<file path="config.mk">
export PLATFORM = sky130hd
export DESIGN_NAME = reset_standby_release
export DESIGN_NICKNAME = d
export VERILOG_FILES = /design/src/settle_counter.v /design/src/pin_low_filter.v /design/src/reset_standby_release.v
export VERILOG_INCLUDE_DIRS = /design/src
export SDC_FILE = /design/constraint.sdc
export NUM_CORES = 1
export LEC_CHECK = 0
export BUFFER_PORTS_ARGS = -buffer_cell sky130_fd_sc_hd__clkbuf_2
export CORE_MARGIN = 2
export CORE_UTILIZATION = 52
export DETAILED_ROUTE_END_ITERATION = 16
export PLACE_DENSITY_LB_ADDON = 0.05
export SLEW_MARGIN = 20
export SYNTH_ARGS = -nofsm -noshare
export SYNTH_HDL_FRONTEND = slang
export SYNTH_HIERARCHICAL = 1
export SYNTH_SLANG_ARGS = --single-unit
</file>
<file path="constraint.sdc">
create_clock -name clk -period 2.82 [get_ports clk]
set_clock_uncertainty 0.1 [all_clocks]
set_input_delay 0.282 -clock clk [delete_from_list [all_inputs] [get_ports clk]]
set_output_delay 0.282 -clock clk [all_outputs]
set_load 0.02 [all_outputs]
</file>
<file path="src/reset_standby_defines.vh">
// offsets, fields, reset values and timing counts of the reset and standby release block
`ifndef RESET_STANDBY_DEFINES_VH
`define RESET_STANDBY_DEFINES_VH

`define ADDR_CTRL 8'h00
`define ADDR_SETTLE_SEL 8'h04
`define ADDR_CAUSE 8'h08
`define ADDR_IRQ_STATUS 8'h0C
`define ADDR_IRQ_MASK 8'h10
`define ADDR_STATE 8'h14

`define CTRL_HALT 0
`define CTRL_STOP 1
`define CTRL_CRYSTAL 2

`define CAUSE_PIN 0
`define CAUSE_WDT 1
`define CAUSE_LVD 2

`define IRQ_HALT_EXIT 0
`define IRQ_STOP_EXIT 1
`define IRQ_RESET_DONE 2

`define CRYSTAL_RESET 1'h0
`define SETTLE_SEL_RESET 2'h0
`define IRQ_MASK_RESET 3'h0
`define CAUSE_RESET 3'h0
`define IRQ_STATUS_RESET 3'h0

`define CLK_PERIOD_NS 10
`define STOP_WAIT_US 34
`define STOP_WAIT_CYCLES ((`STOP_WAIT_US * 1000) / `CLK_PERIOD_NS)
`define PIN_LOW_MIN_US 2
`define PIN_LOW_MIN_CYCLES ((`PIN_LOW_MIN_US * 1000 + `CLK_PERIOD_NS - 1) / `CLK_PERIOD_NS)

`endif

</file>
<file path="src/settle_counter.v">
// down counter for oscillator settling waits, paused until oscillation runs
`timescale 1ns/10ps
module settle_counter #(
    parameter WIDTH = 18
) (
    input wire clk,
    input wire reset,
    input wire load,
    input wire [WIDTH-1:0] loadValue,
    input wire countEnable,
    output reg busy,
    output reg done
);
    reg [WIDTH-1:0] count;

    always @(posedge clk or posedge reset) begin
        if (reset) begin
            count <= {WIDTH{1'b0}};
            busy <= 1'b0;
            done <= 1'b0;
        end else begin
            done <= 1'b0;
            if (load) begin
                count <= loadValue;
                busy <= 1'b1;
            end else if (busy && countEnable) begin
                if (count <= {{(WIDTH-1){1'b0}}, 1'b1}) begin
                    busy <= 1'b0;
                    done <= 1'b1;
                end else begin
                    count <= count - {{(WIDTH-1){1'b0}}, 1'b1};
                end
            end
        end
    end
endmodule // settle_counter

</file>
<file path="src/pin_low_filter.v">
// accepts a reset pin low only after it has stayed low long enough
`timescale 1ns/10ps
module pin_low_filter #(
    parameter MIN_CYCLES = 200,
    parameter WIDTH = 9
) (
    input wire clk,
    input wire reset,
    input wire pinLow,
    output reg accepted
);
    reg [WIDTH-1:0] lowCount;

    always @(posedge clk or posedge reset) begin
        if (reset) begin
            lowCount <= {WIDTH{1'b0}};
            accepted <= 1'b0;
        end else if (!pinLow) begin
            lowCount <= {WIDTH{1'b0}};
            accepted <= 1'b0;
        end else if (lowCount >= MIN_CYCLES[WIDTH-1:0] - {{(WIDTH-1){1'b0}}, 1'b1}) begin
            accepted <= 1'b1;
        end else begin
            lowCount <= lowCount + {{(WIDTH-1){1'b0}}, 1'b1};
        end
    end
endmodule // pin_low_filter

</file>
<file path="src/reset_standby_release.v">
// reset sequencing, halt and stop standby control with settling waits and apb registers
`timescale 1ns/10ps
`include "reset_standby_defines.vh"
module reset_standby_release #(
    parameter NUM_IRQ = 8,
    parameter CNT_WIDTH = 18,
    parameter SETTLE_0 = 1024,
    parameter SETTLE_1 = 4096,
    parameter SETTLE_2 = 16384,
    parameter SETTLE_3 = 65536
) (
    input wire clk,
    input wire reset,
    input wire psel,
    input wire penable,
    input wire pwrite,
    input wire [7:0] paddr,
    input wire [31:0] pwdata,
    output reg [31:0] prdata,
    output reg pready,
    output reg pslverr,
    input wire resetPinN,
    input wire powerOnClear,
    input wire lowVoltageReset,
    input wire watchdogOverflow,
    input wire [NUM_IRQ-1:0] intRequest,
    input wire [NUM_IRQ-1:0] intMask,
    input wire oscRunning,
    input wire [1:0] optionSettleSel,
    input wire optionPinIsPort,
    input wire optionReloaded,
    output reg coreReset,
    output reg cpuClockEnable,
    output reg oscEnable,
    output reg lowSpeedOscEnable,
    output reg lowVoltageDetectorReset,
    output reg watchdogReset,
    output reg irq
);
    localparam ST_RESET = 3'h0;
    localparam ST_RST_SETTLE = 3'h1;
    localparam ST_RUN = 3'h2;
    localparam ST_HALT = 3'h3;
    localparam ST_STOP = 3'h4;
    localparam ST_STOP_SETTLE = 3'h5;
    // stop exit wait as a plain number, cut to the counter width where used
    localparam integer STOP_WAIT = `STOP_WAIT_CYCLES;

    reg [2:0] state;
    reg [2:0] next_state;
    reg crystal;
    reg [1:0] settleTimeSelect;
    reg [2:0] resetCauseFlags;
    reg [2:0] irqStatus;
    reg [2:0] irqMask;
    reg portWindow;
    reg haltPending;
    reg stopPending;
    reg counterLoad;
    reg [CNT_WIDTH-1:0] counterValue;
    reg haltExitEvent;
    reg stopExitEvent;
    reg resetDoneEvent;
    reg [31:0] readWord;

    wire pinAccepted;
    wire counterBusy;
    wire counterDone;
    wire portPinReset;
    wire pinReset;
    wire anyReset;
    wire wakeRequest;
    wire writeAccess;
    wire readSetup;
    wire [2:0] irqEvent;

    function isMapped;
        input [7:0] addr;
        begin
            isMapped = (addr == `ADDR_CTRL) || (addr == `ADDR_SETTLE_SEL) || (addr == `ADDR_CAUSE) ||
                (addr == `ADDR_IRQ_STATUS) || (addr == `ADDR_IRQ_MASK) || (addr == `ADDR_STATE);
        end
    endfunction

    // one decode for the control, cause and status write strobes
    function writeHit;
        input access;
        input [7:0] addr;
        input [7:0] target;
        begin
            writeHit = access && (addr == target);
        end
    endfunction

    function [CNT_WIDTH-1:0] settleCycles;
        input [1:0] sel;
        begin
            if (sel == 2'h0) begin
                settleCycles = SETTLE_0[CNT_WIDTH-1:0];
            end else if (sel == 2'h1) begin
                settleCycles = SETTLE_1[CNT_WIDTH-1:0];
            end else if (sel == 2'h2) begin
                settleCycles = SETTLE_2[CNT_WIDTH-1:0];
            end else begin
                settleCycles = SETTLE_3[CNT_WIDTH-1:0];
            end
        end
    endfunction

    pin_low_filter #(
        .MIN_CYCLES(`PIN_LOW_MIN_CYCLES),
        .WIDTH(9)
    ) pinFilter (
        .clk(clk),
        .reset(reset),
        .pinLow(~resetPinN),
        .accepted(pinAccepted)
    );

    // counter holds its value until the oscillator reports it is running
    settle_counter #(
        .WIDTH(CNT_WIDTH)
    ) settleCounter (
        .clk(clk),
        .reset(reset),
        .load(counterLoad),
        .loadValue(counterValue),
        .countEnable(oscRunning),
        .busy(counterBusy),
        .done(counterDone)
    );

    // port-configured pin resets only inside the window after power-on clear
    assign portPinReset = optionPinIsPort & portWindow & ~resetPinN;
    assign pinReset = optionPinIsPort ? portPinReset : pinAccepted;
    assign anyReset = powerOnClear | lowVoltageReset | watchdogOverflow | pinReset;
    assign wakeRequest = |(intRequest & ~intMask);
    assign writeAccess = psel & penable & pready & pwrite;
    assign readSetup = psel & ~penable & ~pwrite;
    // event bits in the same layout as the status register
    assign irqEvent[`IRQ_HALT_EXIT] = haltExitEvent;
    assign irqEvent[`IRQ_STOP_EXIT] = stopExitEvent;
    assign irqEvent[`IRQ_RESET_DONE] = resetDoneEvent;

    always @(posedge clk or posedge reset) begin
        if (reset) begin
            portWindow <= 1'b1;
        end else if (powerOnClear) begin
            portWindow <= 1'b1;
        end else if (optionReloaded) begin
            portWindow <= 1'b0;
        end
    end

    // standby state machine
    always @* begin
        next_state = state;
        counterLoad = 1'b0;
        counterValue = {CNT_WIDTH{1'b0}};
        haltExitEvent = 1'b0;
        stopExitEvent = 1'b0;
        resetDoneEvent = 1'b0;
        if (anyReset) begin
            next_state = ST_RESET;
        end else begin
            case (state)
                ST_RESET: begin
                    next_state = ST_RST_SETTLE;
                    counterLoad = 1'b1;
                    counterValue = settleCycles(optionSettleSel);
                end
                ST_RST_SETTLE: begin
                    if (counterDone) begin
                        next_state = ST_RUN;
                        resetDoneEvent = 1'b1;
                    end
                end
                ST_RUN: begin
                    // stop wins when both requests are pending
                    if (stopPending) begin
                        next_state = ST_STOP;
                    end else if (haltPending && !wakeRequest) begin
                        next_state = ST_HALT;
                    end else if (haltPending) begin
                        haltExitEvent = 1'b1;
                    end
                end
                ST_HALT: begin
                    if (wakeRequest) begin
                        next_state = ST_RUN;
                        haltExitEvent = 1'b1;
                    end
                end
                ST_STOP: begin
                    if (wakeRequest) begin
                        next_state = ST_STOP_SETTLE;
                        counterLoad = 1'b1;
                        if (crystal) begin
                            counterValue = STOP_WAIT[CNT_WIDTH-1:0] + settleCycles(settleTimeSelect);
                        end else begin
                            counterValue = STOP_WAIT[CNT_WIDTH-1:0];
                        end
                    end
                end
                ST_STOP_SETTLE: begin
                    if (counterDone) begin
                        next_state = ST_RUN;
                        stopExitEvent = 1'b1;
                    end
                end
                default: begin
                    next_state = ST_RESET;
                end
            endcase
        end
    end

    always @(posedge clk or posedge reset) begin
        if (reset) begin
            state <= ST_RESET;
            coreReset <= 1'b1;
            cpuClockEnable <= 1'b0;
            oscEnable <= 1'b0;
            lowSpeedOscEnable <= 1'b0;
            lowVoltageDetectorReset <= 1'b1;
            watchdogReset <= 1'b1;
        end else begin
            state <= next_state;
            coreReset <= (next_state == ST_RESET) || (next_state == ST_RST_SETTLE);
            cpuClockEnable <= (next_state == ST_RUN);
            // oscillator restarts only once every reset source has gone
            oscEnable <= !anyReset && (next_state != ST_STOP);
            lowSpeedOscEnable <= !anyReset;
            // detector is cleared by every reset source except its own
            lowVoltageDetectorReset <= powerOnClear | watchdogOverflow | pinReset;
            watchdogReset <= anyReset;
        end
    end

    // standby requests stay pending until the state machine takes them or a reset source clears them
    always @(posedge clk or posedge reset) begin
        if (reset) begin
            haltPending <= 1'b0;
            stopPending <= 1'b0;
        end else if (anyReset) begin
            haltPending <= 1'b0;
            stopPending <= 1'b0;
        end else begin
            if (writeHit(writeAccess, paddr, `ADDR_CTRL) && pwdata[`CTRL_HALT]) begin
                haltPending <= 1'b1;
            end else if (state == ST_RUN && !stopPending) begin
                haltPending <= 1'b0;
            end
            if (writeHit(writeAccess, paddr, `ADDR_CTRL) && pwdata[`CTRL_STOP]) begin
                stopPending <= 1'b1;
            end else if (state == ST_RUN) begin
                stopPending <= 1'b0;
            end
        end
    end

    // configuration registers
    // writes to unmapped offsets fall through every branch
    always @(posedge clk or posedge reset) begin
        if (reset) begin
            crystal <= `CRYSTAL_RESET;
            settleTimeSelect <= `SETTLE_SEL_RESET;
            irqMask <= `IRQ_MASK_RESET;
        end else if (writeAccess) begin
            if (paddr == `ADDR_CTRL) begin
                crystal <= pwdata[`CTRL_CRYSTAL];
            end else if (paddr == `ADDR_SETTLE_SEL) begin
                settleTimeSelect <= pwdata[1:0];
            end else if (paddr == `ADDR_IRQ_MASK) begin
                irqMask <= pwdata[2:0];
            end
        end
    end

    // reset cause flags, write one to clear, new cause wins over clear
    always @(posedge clk or posedge reset) begin
        if (reset) begin
            resetCauseFlags <= `CAUSE_RESET;
        end else if (powerOnClear) begin
            resetCauseFlags <= `CAUSE_RESET;
        end else begin
            resetCauseFlags[`CAUSE_PIN] <= pinReset | (resetCauseFlags[`CAUSE_PIN] &
                ~(writeHit(writeAccess, paddr, `ADDR_CAUSE) && pwdata[`CAUSE_PIN]));
            resetCauseFlags[`CAUSE_WDT] <= watchdogOverflow | (resetCauseFlags[`CAUSE_WDT] &
                ~(writeHit(writeAccess, paddr, `ADDR_CAUSE) && pwdata[`CAUSE_WDT]));
            resetCauseFlags[`CAUSE_LVD] <= lowVoltageReset | (resetCauseFlags[`CAUSE_LVD] &
                ~(writeHit(writeAccess, paddr, `ADDR_CAUSE) && pwdata[`CAUSE_LVD]));
        end
    end

    // sticky interrupt status, set wins over write-one clear
    always @(posedge clk or posedge reset) begin
        if (reset) begin
            irqStatus <= `IRQ_STATUS_RESET;
            irq <= 1'b0;
        end else begin
            irqStatus <= irqEvent |
                (irqStatus & ~(writeHit(writeAccess, paddr, `ADDR_IRQ_STATUS) ? pwdata[2:0] : 3'h0));
            // level output follows the masked sticky bits a cycle later
            irq <= |(irqStatus & irqMask);
        end
    end

    // register read mux, taken into prdata in the setup cycle
    always @* begin
        readWord = 32'h00000000;
        // cause flags are only ever returned as a whole word
        if (paddr == `ADDR_CTRL) begin
            readWord = {29'h0, crystal, stopPending, haltPending};
        end else if (paddr == `ADDR_SETTLE_SEL) begin
            readWord = {30'h0, settleTimeSelect};
        end else if (paddr == `ADDR_CAUSE) begin
            readWord = {29'h0, resetCauseFlags};
        end else if (paddr == `ADDR_IRQ_STATUS) begin
            readWord = {29'h0, irqStatus};
        end else if (paddr == `ADDR_IRQ_MASK) begin
            readWord = {29'h0, irqMask};
        end else if (paddr == `ADDR_STATE) begin
            readWord = {27'h0, counterBusy, portWindow, state};
        end
    end

    // apb slave, no wait states, data latched in the setup cycle
    always @(posedge clk or posedge reset) begin
        if (reset) begin
            pready <= 1'b0;
            pslverr <= 1'b0;
            prdata <= 32'h00000000;
        end else begin
            pready <= psel & ~penable;
            pslverr <= psel & ~penable & ~isMapped(paddr);
            if (readSetup) begin
                prdata <= readWord;
            end
        end
    end
endmodule // reset_standby_release

</file>
==> impl_metrics.tcl <==
set metrics [dict create \
    fp-row-count 31 \
    routabilityCongestion 0.875 \
    leakage_nw 1.95 \
    clock_latency_ns 0.34 \
    start_util_pct 52.9 \
    fin_ws_ns 0.250 \
    htree_num_levels 3 \
    worstPathCellList "or4_1 > buf_4 > or3_2 > or4_1 > a22oi_1 > o41ai_1" \
    root_buffer "clkbuf_8" \
    grt_max_degree 40 \
    slew_violations 0 \
    utilization_pct 60.9 \
    antenna_cells 0 \
    dr.pass1.iters 4 \
    cts-resized-gates 0 \
    netlist_area_sq_um 3780 \
    end_kind "register" \
    synthCells 416 \
    holdCritStartpoint "penable" \
    cts.clk_slew.worst_paths_ns 0.07 \
    dpl.hpwl_um 6260 \
    wirelength_um 8630 \
    grtUsageTotal_pct 23.5 \
    setup.worst_path.class "register to register" \
    worstPathArrival_ns 2.69 \
    p_switching_uw 864 \
    cp.required_ns 2.94 \
    wl_per_cell_um 14.6 \
    slowest_stage "or4_1" \
    synth-seq-area-share_pct 41.2 \
    comb_power_share_pct 25.4 \
    die_area_sq_um 7960 \
    powerDensity_nw_per_um2 619 \
    seq_power_share_pct 42.0 \
    tightest_slew_ns 0.791 \
    cts_buffers 9 \
    vias_per_cell 5.39 \
    hold_path_class "input port to register" \
    internal_power_mw 1.83 \
    fin_nets 558 \
    cp_slowest_stage_delay_ns 0.57 \
    cp-startpoint "settleCounter/count[5]$_DFFE_PP0P_" \
    max_freq_mhz 389 \
    finalSetupTns_ns 0 \
    grt_first_pass_wirelength_um 14300 \
    drive_gt1_share_pct 22.2 \
    ys_ff_latch 62 \
    final-setup-viol-count 0 \
    cap_violations 0 \
    timing.critical_path.mode_cell "or4_1" \
    peakVddDrop_uv 298 \
    max_slew_margin_pct 47.2 \
    die_w_um 89.2 \
    antenna_found_initial 0 \
    ant_nets 0 \
    cts_max_path_buffers 2 \
    die_h_um 89.2 \
    final_min_period_over_clock_period_pct 91.1 \
    area_growth_pct 15.1 \
    status "completed" \
    fin_crit_ns 2.57 \
    cts_tree "yes" \
    rsz0062_at_grt "false" \
    syn_area_per_cell_sq_um 9.08 \
    async_flop_share_pct 100 \
    drc 0 \
    fillCellCount 650 \
    clock-sinks 62 \
    p_clk_share_pct 32.5 \
    cp-start-kind "register" \
    portBuffers 54 \
    core_area_sq_um 7140 \
    io_pins 111 \
    dp_slack_ns 0.284 \
    synthDistinctLibCells 70 \
    synthFlopType "dfrtp_1" \
    yosys_warnings 6 \
    synth_edf_count 0 \
    worstReg2RegStart "settleCounter/count[5]$_DFFE_PP0P_" \
    cts_setup_buffers 0 \
    dr_total_vias 3172 \
    path_max_fanout 6 \
    switching_share_pct 32.1 \
    hold_viol 0 \
    grt_pass1_vias 2961 \
    drtIter0Drc 178 \
    grt_overflow_total 0 \
]
state kept, by name (all words and copies together) (netlist names), 2 cells and up:
name,count
state,3
resetCauseFlags,3
irqMask,3
prdata,5
pinFilter/lowCount,9
irqStatus,3
settleCounter/count,18
settleTimeSelect,2
synthesized netlist by cell type (3+ instances only):
cell | n | area (sq um)
and2_1 | 5 | 31.3
a211oi_1 | 3 | 22.5
nand3_1 | 17 | 85.1
mux2_2 | 12 | 135
inv_1 | 22 | 82.6
o21ai_1 | 5 | 25.0
nand4b_1 | 3 | 26.3
mux2i_1 | 4 | 40.0
dfrtp_1 | 58 | 1450
nor2_1 | 24 | 90.1
or3_1 | 5 | 31.3
nor3_1 | 7 | 35.0
o31ai_1 | 7 | 52.6
nor4_1 | 7 | 43.8
buf_4 | 29 | 218
o211ai_1 | 3 | 22.5
xnor2_1 | 7 | 61.3
a21oi_1 | 19 | 95.1
nand4_1 | 4 | 25.0
nor2b_1 | 5 | 31.3
o21a_1 | 3 | 22.5
ha_1 | 3 | 37.5
nand2_1 | 37 | 139
clkbuf_1 | 10 | 37.5
dfstp_2 | 4 | 105
or4_1 | 8 | 60.1
nand2b_1 | 13 | 81.3
a31oi_1 | 5 | 31.3
a21o_1 | 3 | 22.5
o21ai_0 | 24 | 120
a21boi_0 | 3 | 22.5
nand3b_1 | 6 | 45.0
a32oi_1 | 4 | 35.0
worst paths after layout:
kind                            cells past startpoint  slack (ns)                                  end
worst max-delay path                                6        0.25  settleCounter/count[13]$_DFFE_PP0P_
worst min-delay path                                2        0.04                     pready$_DFF_PP0_
worst max register to register                      6        0.25  settleCounter/count[13]$_DFFE_PP0P_
worst min register to register                      2        0.38                prdata[4]$_DFFE_PP0P_
max in group asynchronous                           3        1.56   settleCounter/count[3]$_DFFE_PP0P_
min in group asynchronous                           3        0.40    pinFilter/lowCount[5]$_DFFE_PP0P_
worst max-delay path: cells and delay by family, from the launching register on:
| family | cells | cell delay (ns) |
|---|---|---|
| buffers and inverters | 1 | 0.18 |
| AO/OA/AOI/OAI | 2 | 0.29 |
| AND/OR/NAND/NOR | 3 | 1.46 |
| flip-flops | 1 | 0.42 |
timing repair:
action                                 CTS  global route
setup endpoints to repair                0             0
endpoints found under the hold margin   39             0
hold buffers                             2             0
metrics by stage:
stage / total power [mW] / cells / instance area [sq um] / hold slack, ns
finish: 2.69 / 589 / 4350 / 0.0386
global route: 2.87 / 589 / 4350 / 0.0319
CTS: 2.71 / 589 / 4350 / 0.0335
detailed placement: 1.82 / 571 / 4110 / 0.197
global placement: 1.80 / 571 / 4110 / 0.197
floorplan: 1.65 / 453 / 3920 / 0.0222
per-layer routing:
layer  up-vias  GRT usage, %  share of wire (%)
met4         0          6.78               0.89
li1       1581             -                  -
met5         -             0                  0
met2        93          35.9                 47
met3         6          6.83                5.9
met1      1492          32.6                 46
cells in the final DEF (no fill, tap or decap), types with 6 or more instances in the layout:
master and instances:
o31ai_1 7, dfrtp_1 58, nor3_1 7, clkbuf_8 10, nand2b_1 13, xnor2_1 7
nor4_1 7, o21ai_0 24, buf_4 7, a21oi_1 18, inv_1 22, nand3b_1 6
or4_1 8, clkbuf_2 54, nand3_1 17, nor2_1 24, mux2_2 12, conb_1 38
nand2_1 37
area by class of cell:
| cell class | count | area, sq um | share of cell area [%] |
|---|---|---|---|
| timing repair buffer | 64 | 363 | 8.34 |
| tap | 99 | 124 | 2.85 |
| multi-input combinational | 326 | 2000 | 46.0 |
| clock inverter | 6 | 85.1 | 1.96 |
| sequential | 62 | 1560 | 35.8 |
| clock buffer | 10 | 138 | 3.16 |
| inverter | 22 | 82.6 | 1.90 |
kinds of logic after synthesis:
family                     share of synthesized area (%)
and+or+nand+nor                                     23.6
DFF                                                 41.2
adders and majority gates                          0.993
xor gates and xnor gates                            2.09
other                                             0.0992
AOI/OAI and AO/OA                                   17.8
buffers and inverters                               9.64
muxes                                               4.64
power groups by stage:
stage / clock [mW] / combinational [mW] / sequential [mW]
2_1_floorplan: 0 / 0.535 / 1.12
3_3_place_gp: 0 / 0.664 / 1.14
3_5_place_dp: 0 / 0.676 / 1.15
4_1_cts: 0.894 / 0.684 / 1.13
5_1_grt: 0.943 / 0.778 / 1.15
6_report: 0.876 / 0.685 / 1.13
Note: power is estimated with default switching activity, not from simulation.
